$ cat config.mk
export PLATFORM = sky130hd
export DESIGN_NAME = usc_port_regs
export DESIGN_NICKNAME = d
export VERILOG_FILES = /design/src/usc_pkg.sv /design/src/usc_port_regs.sv
export SDC_FILE = /design/constraint.sdc
export NUM_CORES = 1
export LEC_CHECK = 0
export ABC_CLOCK_PERIOD_IN_PS = 1750
export BUFFER_PORTS_ARGS = -buffer_cell sky130_fd_sc_hd__buf_2
export CORE_MARGIN = 2
export CORE_UTILIZATION = 49
export DETAILED_ROUTE_END_ITERATION = 12
export HOLD_SLACK_MARGIN = 0.08
export PLACE_DENSITY = 0.81
export SLEW_MARGIN = 20
export SYNTH_ARGS = -nofsm -noshare
export SYNTH_HDL_FRONTEND = slang
export SYNTH_SLANG_ARGS = --single-unit
$ cat constraint.sdc
create_clock -name ref_clk_i -period 1.75 [get_ports ref_clk_i]
set_clock_uncertainty 0.15 [all_clocks]
set_input_delay 0.175 -clock ref_clk_i [delete_from_list [all_inputs] [get_ports ref_clk_i]]
set_output_delay 0.175 -clock ref_clk_i [all_outputs]
set_load 0.02 [all_outputs]
$ cat src/usc_pkg.sv
/*
 * constants, field layout and carrier types for the root port status/control bank.
 * assumes a plain word-wide register access port and one 50 MHz clock.
 */
// Summary of operation
// - port registers reset only by aux power-up or host controller reset.
// - after reset each port reads not connected and disabled.
// - with power switches, port state other than the owner bit is frozen until software turns power on.
// - port n register sits at base plus 64h plus four times (n minus 1).
// - bit 22 enables overcurrent as wake event, reset 0.
// - bit 21 enables disconnect as wake event, reset 0.
// - bit 20 enables connect as wake event, reset 0.
// - bits 19..16 select test mode, zero means normal, reset 0000b.
// - test codes 1 J, 2 K, 3 SE0_NAK, 4 test packet.
// - owner bit defaults 1, clears on flag rise, forced 1 while flag low.
// - overcurrent on powered switched port clears the power bit.
// - line levels bits 11..10 valid only when disabled and connected.
package usc_pkg;
    localparam int USC_ADDR_W = 8;
    localparam logic [7:0] USC_PORT_BASE = 8'h64;
    localparam logic [7:0] USC_PORT_STRIDE = 8'h04;
    localparam int USC_B_CONNECT = 0;
    localparam int USC_B_ENABLE = 2;
    localparam int USC_B_LINE_LO = 10;
    localparam int USC_B_POWER = 12;
    localparam int USC_B_OWNER = 13;
    localparam int USC_B_TEST_LO = 16;
    localparam int USC_B_WK_CONN = 20;
    localparam int USC_B_WK_DISC = 21;
    localparam int USC_B_WK_OC = 22;
    localparam logic [3:0] USC_TEST_OFF = 4'h0;
    localparam logic [3:0] USC_TEST_J = 4'h1;
    localparam logic [3:0] USC_TEST_K = 4'h2;
    localparam logic [3:0] USC_TEST_SE0_NAK = 4'h3;
    localparam logic [3:0] USC_TEST_PACKET = 4'h4;
    localparam logic [1:0] USC_LINE_NONE = 2'h0;

    // per-port stored fields
    typedef struct packed {
        logic wake_overcurrent_enable;
        logic wake_disconnect_enable;
        logic wake_connect_enable;
        logic [3:0] port_test_select;
        logic companion_owns_port;
        logic port_power_on;
        logic connected;
        logic enabled;
        logic oc_seen;
    } usc_port_t;

    localparam usc_port_t USC_PORT_RST = '{
        wake_overcurrent_enable: 1'b0, wake_disconnect_enable: 1'b0,
        wake_connect_enable: 1'b0, port_test_select: 4'h0,
        companion_owns_port: 1'b1, port_power_on: 1'b0,
        connected: 1'b0, enabled: 1'b0, oc_seen: 1'b0};

    // register access request
    typedef struct packed {
        logic wr;
        logic [USC_ADDR_W-1:0] addr;
        logic [31:0] wdata;
    } usc_req_t;
endpackage : usc_pkg

$ cat src/usc_port_regs.sv
/*
 * status/control registers of the downstream root ports, with wake detection
 * and test-mode selection. assumes requests synchronous to ref_clk_i.
 */
`timescale 1ns/1ps
module usc_port_regs #(
    parameter int NUM_PORTS = 2
) (
    input wire logic ref_clk_i, // 50 MHz clock
    input wire logic rstn_i, // aux power-up reset
    input wire logic ce_i, // clock enable
    input wire logic hc_reset_i, // host controller reset
    input wire usc_pkg::usc_req_t req_i, // register request
    output logic [31:0] rdata_o, // read data, one cycle later
    input wire logic configure_done_flag_i, // configure flag
    input wire logic power_switch_present_i, // power switches fitted
    input wire logic [NUM_PORTS-1:0] connect_i, // device attached
    input wire logic [NUM_PORTS-1:0] overcurrent_i, // overcurrent sensed
    input wire logic [2*NUM_PORTS-1:0] line_levels_i, // dp,dm per port
    output logic [NUM_PORTS-1:0] wake_o, // wake event pulse
    output logic [4*NUM_PORTS-1:0] port_test_select_o, // test mode per port
    output logic [NUM_PORTS-1:0] port_power_on_o, // power switch drive
    output logic [NUM_PORTS-1:0] companion_owns_port_o // routed to companion
);
    import usc_pkg::*;

    // only one or two root ports are decoded
    if (NUM_PORTS < 1 || NUM_PORTS > 2) begin : g_bad_ports
        $error("NUM_PORTS must be 1 or 2");
    end

    typedef struct packed {
        usc_port_t [NUM_PORTS-1:0] port;
        logic cf_q;
        logic [31:0] rdata;
        logic [NUM_PORTS-1:0] wake;
    } usc_state_t;

    usc_state_t st;
    usc_state_t next_st;

    // address of port n (0-based)
    function automatic logic [USC_ADDR_W-1:0] port_addr(input int n);
        port_addr = USC_PORT_BASE + USC_PORT_STRIDE * n[USC_ADDR_W-1:0];
    endfunction : port_addr

    // read image of one port
    function automatic logic [31:0] port_image(input usc_port_t p, input logic [1:0] ln,
                                               input logic power_switch_present);
        logic [31:0] v;
        v = 32'h0000_0000;
        v[USC_B_CONNECT] = p.connected;
        v[USC_B_ENABLE] = p.enabled;
        v[USC_B_LINE_LO +: 2] = (p.connected && !p.enabled) ? ln : USC_LINE_NONE;
        v[USC_B_POWER] = p.port_power_on | ~power_switch_present;
        v[USC_B_OWNER] = p.companion_owns_port;
        v[USC_B_TEST_LO +: 4] = p.port_test_select;
        v[USC_B_WK_CONN] = p.wake_connect_enable;
        v[USC_B_WK_DISC] = p.wake_disconnect_enable;
        v[USC_B_WK_OC] = p.wake_overcurrent_enable;
        port_image = v;
    endfunction : port_image

    ////////////////////////////////////////////////////////////////////////////////
    // next-state logic
    always_comb begin
        logic powered;
        logic hit;
        next_st = st;
        powered = 1'b0;
        hit = 1'b0;
        next_st.cf_q = configure_done_flag_i;
        next_st.rdata = 32'h0000_0000;
        for (int n = 0; n < NUM_PORTS; n++) begin
            powered = st.port[n].port_power_on || !power_switch_present_i;
            hit = (req_i.addr == port_addr(n));
            // wake events, gated by enables
            next_st.wake[n] =
                (st.port[n].wake_connect_enable && powered && connect_i[n]
                    && !st.port[n].connected)
                || (st.port[n].wake_disconnect_enable && !connect_i[n]
                    && st.port[n].connected)
                || (st.port[n].wake_overcurrent_enable && overcurrent_i[n]
                    && !st.port[n].oc_seen);
            next_st.port[n].oc_seen = overcurrent_i[n];
            // an unpowered port reports nothing
            next_st.port[n].connected = powered && connect_i[n];
            if (!powered || !connect_i[n]) begin
                next_st.port[n].enabled = 1'b0;
            end
            if (hit && !req_i.wr) begin
                next_st.rdata = port_image(st.port[n], line_levels_i[2*n +: 2],
                                           power_switch_present_i);
            end
            if (hit && req_i.wr) begin
                next_st.port[n].port_power_on = req_i.wdata[USC_B_POWER];
                if (powered) begin
                    // plain storage, except enabled, which also needs connect_i high and bit 1 clear
                    next_st.port[n].wake_overcurrent_enable =
                        req_i.wdata[USC_B_WK_OC];
                    next_st.port[n].wake_disconnect_enable = req_i.wdata[USC_B_WK_DISC];
                    next_st.port[n].wake_connect_enable = req_i.wdata[USC_B_WK_CONN];
                    next_st.port[n].port_test_select =
                        req_i.wdata[USC_B_TEST_LO +: 4];
                    next_st.port[n].companion_owns_port = req_i.wdata[USC_B_OWNER];
                    next_st.port[n].enabled = req_i.wdata[USC_B_ENABLE] && connect_i[n]
                        && !req_i.wdata[USC_B_ENABLE - 1];
                end
            end
            // overcurrent drops switched power
            if (power_switch_present_i && st.port[n].port_power_on && overcurrent_i[n]) begin
                next_st.port[n].port_power_on = 1'b0;
                next_st.port[n].enabled = 1'b0;
            end
            // ownership follows the configure flag
            if (!configure_done_flag_i) begin
                next_st.port[n].companion_owns_port = 1'b1;
            end else if (!st.cf_q) begin
                next_st.port[n].companion_owns_port = 1'b0;
            end
        end
        if (hc_reset_i) begin
            for (int n = 0; n < NUM_PORTS; n++) begin
                next_st.port[n] = USC_PORT_RST;
            end
            next_st.wake = '0;
        end
    end

    ////////////////////////////////////////////////////////////////////////////////
    // state register
    always_ff @(posedge ref_clk_i or negedge rstn_i) begin
        if (!rstn_i) begin
            for (int n = 0; n < NUM_PORTS; n++) begin
                st.port[n] <= USC_PORT_RST;
            end
            st.cf_q <= 1'b0;
            st.rdata <= 32'h0000_0000;
            st.wake <= '0;
        end else if (ce_i) begin
            st <= next_st;
        end
    end

    // outputs
    always_comb begin
        for (int n = 0; n < NUM_PORTS; n++) begin
            port_test_select_o[4*n +: 4] = st.port[n].port_test_select;
            port_power_on_o[n] = st.port[n].port_power_on | ~power_switch_present_i;
            companion_owns_port_o[n] = st.port[n].companion_owns_port;
        end
    end
    assign rdata_o = st.rdata;
    assign wake_o = st.wake;

    if (NUM_PORTS == 2) begin : g_port2_check

    end
endmodule : usc_port_regs
# == Word level (Yosys, flattened, before mapping) ==
# Cells that the tools add are included.
# classes
eq_ne,6
n_mux,24
bitwise_logic,3
n_reduce_logical,63
# ops
op,count
2-to-1 mux 32 bit,1
logical AND 1 bit,30
2-to-1 mux 24 bit,1
2-to-1 mux 23 bit,1
2-to-1 mux 9 bit,2
"equality test 8 x 7 -> 1 bit, second input constant",2
2-to-1 mux 8 bit,2
"!= test 4 x 3 -> 1 bit, second input constant",4
2-to-1 mux 1 bit,14
zero test 1 bit,13
AND reduction 3 bit,4
logical OR 1 bit,8
nonzero test 2 bit,4
2-to-1 mux 2 bit,3
nonzero test 3 bit,2
AND reduction 2 bit,2
OR 1 bit,2
inverter 1 bit,1
# totals
output_inout_bits,46
wordCells,117
register_bits,59
in_bits,55

# == Logic depth before layout (Yosys ltp) ==
# depth
word_depth,9
mapped_depth,5
depth_no_buf,5

# == Worst setup path before layout ==
# No wires, ideal clock.
# synth_timing
path_kind,input to register
startpoint,input port req_i[33] in the netlist's numbering
endpoint,register st (netlist bit port_test_select_o[5])
setup_ps,126
n_path_buf,1
t_required_ps,1474
setup_slack_ps,-51
stages,5
arrival_time_ps,1525
cell_sequence,or4b_1 -> buf_2 -> nor4b_4 -> nor3b_1 -> a221o_1
# synth_between
elab_chain_cells,4
# synth_lines
item,line_no,text
"start, declared",usc_port_regs.sv:13,"input wire usc_pkg::usc_req_t req_i,"
equality test 8 x 7 -> 1 bit,usc_port_regs.sv:76,hit = (req_i.addr == port_addr(n));
logical AND 1 bit,usc_port_regs.sv:95,if (hit && req_i.wr) begin
nonzero test 2 bit (no line),n/a,
AND reduction 3 bit (no line),n/a,
"end signal, assigned",usc_port_regs.sv:141,st <= next_st;
"end, declared",usc_port_regs.sv:39,usc_state_t st;
# No other way between the ends.
# A chain may end at the register's enable or synchronous reset.

# == Worst setup path in the final report ==
# layout_timing
startpoint,input port req_i[33] in the netlist's numbering
endpoint,register st (netlist bit companion_owns_port_o[1])
# layout_between
elab_chain_cells,4
# layout_lines
item,line_no
equality test 8 x 7 -> 1 bit,usc_port_regs.sv:76
logical AND 1 bit,usc_port_regs.sv:95
!= test 4 x 3 -> 1 bit (no line),n/a
AND reduction 3 bit (no line),n/a
# No other way between the ends.

==> impl_metrics.toml <==
[finish]
top_library_cells_by_usage_in_the_layout_fill_and_taps_aside = "60 x sky130_fd_sc_hd__buf_2, 38 x sky130_fd_sc_hd__dfrtp_1, 26 x sky130_fd_sc_hd__buf_4"
finalNonFillerCells = 400
layout_overhead_on_the_synthesized_area_pct = 19.89
filler_cell_count = 444
num_antenna_cells = 0
finalNetCount = 384
leading_cell_type_in_the_layout_fill_and_taps_excluded = "sky130_fd_sc_hd__buf_2"
share_of_post_route_cells_with_drive_strength_above_1 = 0.3333

[timing]
final_max_slew_viol_count = 0
final-setup-viol-count = 0
grt_setup_unrepaired = "no"
timing.final.hold_violations = 0
aggregate_negative_setup_slack_ns = 0
fmaxAchievable_mhz = 620.6
timing.final.crit_share = 0.9207
final.min_clock_period_ns = 1.611

[critical_path]
end_kind = "flop"
worst_path_largest_cell_delay_ns = 0.56
cp.arrival_ns = 1.69
timing.critical_path.slowest_stage_cell = "sky130_fd_sc_hd__or4b_4"
worst-setup-path-type = "in2reg"
timing.critical_path.from_type = "input port"
worstPathRequired_ns = 1.82
worst-path-max-fanout = 4
crit_chain = "buf_2 -> or4b_4 -> buf_4 -> o31ai_1 -> mux2_2"

[synth]
synth_sequential_area_ratio = 0.3978
postSynthRegisterBits = 40
synthDominantCellAreaShare = 0.3770
synthDominantAreaCellType = "sky130_fd_sc_hd__dfrtp_1"
netlist_top_cells_area = "sky130_fd_sc_hd__dfrtp_1 38%, sky130_fd_sc_hd__buf_4 13%, sky130_fd_sc_hd__a221o_1 4.8%"
synthesis.instances = 263
synth.cell_area_um2 = 2522
synth.distinct_cells = 40
syn_avg_cell_area_um2 = 9.591
ys.warnings.count = 0

[power]
power_switching_share = 0.2770
internal_power_mw = 1.390
sequentialPowerShare = 0.502
cellLeakagePower_nw = 1.423
netSwitchingPower_mw = 0.5327
power_density_nw_per_um2 = 635.9
total_power_mw = 1.923
power_frac_clock = 0.334
pwr-share-comb = 0.164
largest_voltage_drop_on_the_vdd_net_mv = 0.2889

[global_route]
vias_in_the_first_global_route = 2067
met3_usage = 0.05688
globalRouteMet2Util = 0.3621
globalRoute.totalOverflow = 0
first_pass_grt_wire_length_mm = 9.556
antenna_found_initial = 0
grt_start_max_net_pins = 41
grt_use_total = 0.2214
gr-usage-met1 = 0.2807
globalRoute.busiestLayer = "met2"

[cts]
cts_max_level = 2
cts_sinks = 40
cts-root-buf = "sky130_fd_sc_hd__clkbuf_8"
numCtsBuffers = 5
ctsLongestPathBuffers = 2
cts_tree = "done"
clk_transition_reported_paths_ns = 0.07
clock_insertion_delay_worst_skew_ns = 0.30

[die]
start_util = 0.5002
boundaryPins = 101
dieHeight_um = 75.75
core_area_um2 = 5042
die_width_um = 75.75
fp.dieArea_um2 = 5738
num_rows = 26

[detailed_routing]
avg_vias_per_cell = 5.345
first_iter_violations = 100
antenna_left = 0
drt_pass_1_iters = 4
remaining_routing_drc_violations = 0
wl_per_cell_um = 14.55
num_vias = 2138
totalWireLength_mm = 5.819

[hold_path]
holdCritPathClass = "in2reg"

[status]
run_status = "completed"

[placed_design]
buffer_ports.inserted = 60
finalWeightedCongestion = 0.8048
place.detailed.instances = 379
place_hpwl_mm = 4.227

[flow_run]
cap_violations = 0
power groups by stage:
stage	registers, mW	clock network [mW]	logic, mW
3_3_place_gp	0.982	0	0.288
2_1_floorplan	0.979	0	0.215
6_report	0.966	0.642	0.315
4_1_cts	0.965	0.647	0.314
5_1_grt	0.968	0.687	0.349
3_5_place_dp	0.984	0	0.293
timing repair:
item | in CTS | in global routing
gates resized for setup | 0 | 2
hold buffers | 12 | 0
buffers inserted | 0 | 1
setup endpoints to repair | 0 | 8
hold endpoints to repair | 49 | 0
layer usage:
metal  routed length (um)  share of wire
met1                 2397           0.41
met2                 2850           0.49
met3                  407          0.070
met4                  163          0.028
met5                    0              0
per-stage QoR:
step | utilization | area [um^2] | hold slack, ns | setup slack (ns)
3_5_place_dp | 0.5548 | 2798 | 0.1170 | -0.1535
5_1_grt | 0.5998 | 3024 | 0.1579 | 0.04919
2_1_floorplan | - | 2613 | -0.2706 | -0.04879
3_3_place_gp | 0.5548 | 2798 | 0.1080 | -0.1087
4_1_cts | 0.5970 | 3010 | 0.1245 | 0.04790
6_report | 0.5998 | 3024 | 0.1301 | 0.1388
area by class of cell:
cell class,count,area (um^2),share of cell area
clock buffer,6,82.58,0.02731
clock inverter,2,10.01,0.003310
inverter,20,75.07,0.02482
multi-input combinational,163,1139,0.3765
sequential,40,1003,0.3318
tap,70,87.58,0.02896
timing repair buffer,99,626.9,0.2073
critical path: cells and delay by family:
family	cells	cell delay [ns]
muxes	1	0.37
buffers and inverters	2	0.28
AOI/OAI and AO/OA	1	0.29
and+or+nand+nor	1	0.56
cell usage after synthesis:
library cell                instances
sky130_fd_sc_hd__buf_4             44
sky130_fd_sc_hd__dfrtp_1           38
sky130_fd_sc_hd__inv_1             19
sky130_fd_sc_hd__o21ai_0           14
sky130_fd_sc_hd__nor3b_1           13
sky130_fd_sc_hd__a221o_1           12
sky130_fd_sc_hd__nand3_1           12
sky130_fd_sc_hd__clkbuf_1          11
sky130_fd_sc_hd__a22o_1            10
sky130_fd_sc_hd__nand2_1           10
sky130_fd_sc_hd__nor2b_1           10
sky130_fd_sc_hd__a21oi_1            6
sky130_fd_sc_hd__nand3b_1           6
sky130_fd_sc_hd__o22ai_1            6
sky130_fd_sc_hd__a22oi_1            4
sky130_fd_sc_hd__mux2_2             4
sky130_fd_sc_hd__nand2b_1           4
sky130_fd_sc_hd__nor2_1             4
sky130_fd_sc_hd__o2bb2ai_1          4
sky130_fd_sc_hd__a31oi_1            3
sky130_fd_sc_hd__buf_2              2
sky130_fd_sc_hd__dfstp_2            2
sky130_fd_sc_hd__nand4_1            2
sky130_fd_sc_hd__nand4b_1           2
sky130_fd_sc_hd__nor3_1             2
sky130_fd_sc_hd__nor4_4             2
sky130_fd_sc_hd__nor4b_4            2
sky130_fd_sc_hd__o31ai_1            2
sky130_fd_sc_hd__or4b_1             2
sky130_fd_sc_hd__a211oi_1           1
sky130_fd_sc_hd__a21o_1             1
sky130_fd_sc_hd__and3b_1            1
sky130_fd_sc_hd__buf_1              1
sky130_fd_sc_hd__clkinv_1           1
sky130_fd_sc_hd__conb_1             1
sky130_fd_sc_hd__nand4bb_1          1
sky130_fd_sc_hd__nor4_2             1
sky130_fd_sc_hd__nor4bb_1           1
sky130_fd_sc_hd__o221ai_1           1
sky130_fd_sc_hd__or3_1              1
cell families after synthesis:
kind of cell           after synthesis  synth area share
AO/OA/AOI/OAI                       64            0.1855
flip-flops                          40            0.3978
multiplexers                         4           0.01786
AND/OR/NAND/NOR                     76            0.2148
other                                1          0.001487
buffers and inverters               78            0.1825
path summary, 6_finish.rpt:
path | startpoint | to | slack, ns | cells past startpoint
min in group asynchronous | rstn_i | st[34]$_DFFE_PN0P_ | 0.30 | 3
worst min-delay path | ce_i | rdata_o[13]$_DFFE_PN0P_ | 0.13 | 3
worst min register to register | rdata_o[11]$_DFFE_PN0P_ | rdata_o[11]$_DFFE_PN0P_ | 0.34 | 1
worst max register to register | st[38]$_DFFE_PN0P_ | st[44]$_DFFE_PN0P_ | 0.15 | 6
worst max-delay path | req_i[33] | companion_owns_port_o[1]$_DFFE_PN1P_ | 0.14 | 5
max in group asynchronous | rstn_i | companion_owns_port_o[1]$_DFFE_PN1P_ | 0.76 | 3
sequential cells by signal, summed over array words and instances, names as in the netlist:
register,count
companion_owns_port_o,2
port_test_select_o,8
rdata_o,13
st,15
wake_o,2
No activity file was read; power rests on OpenSTA's default activity.
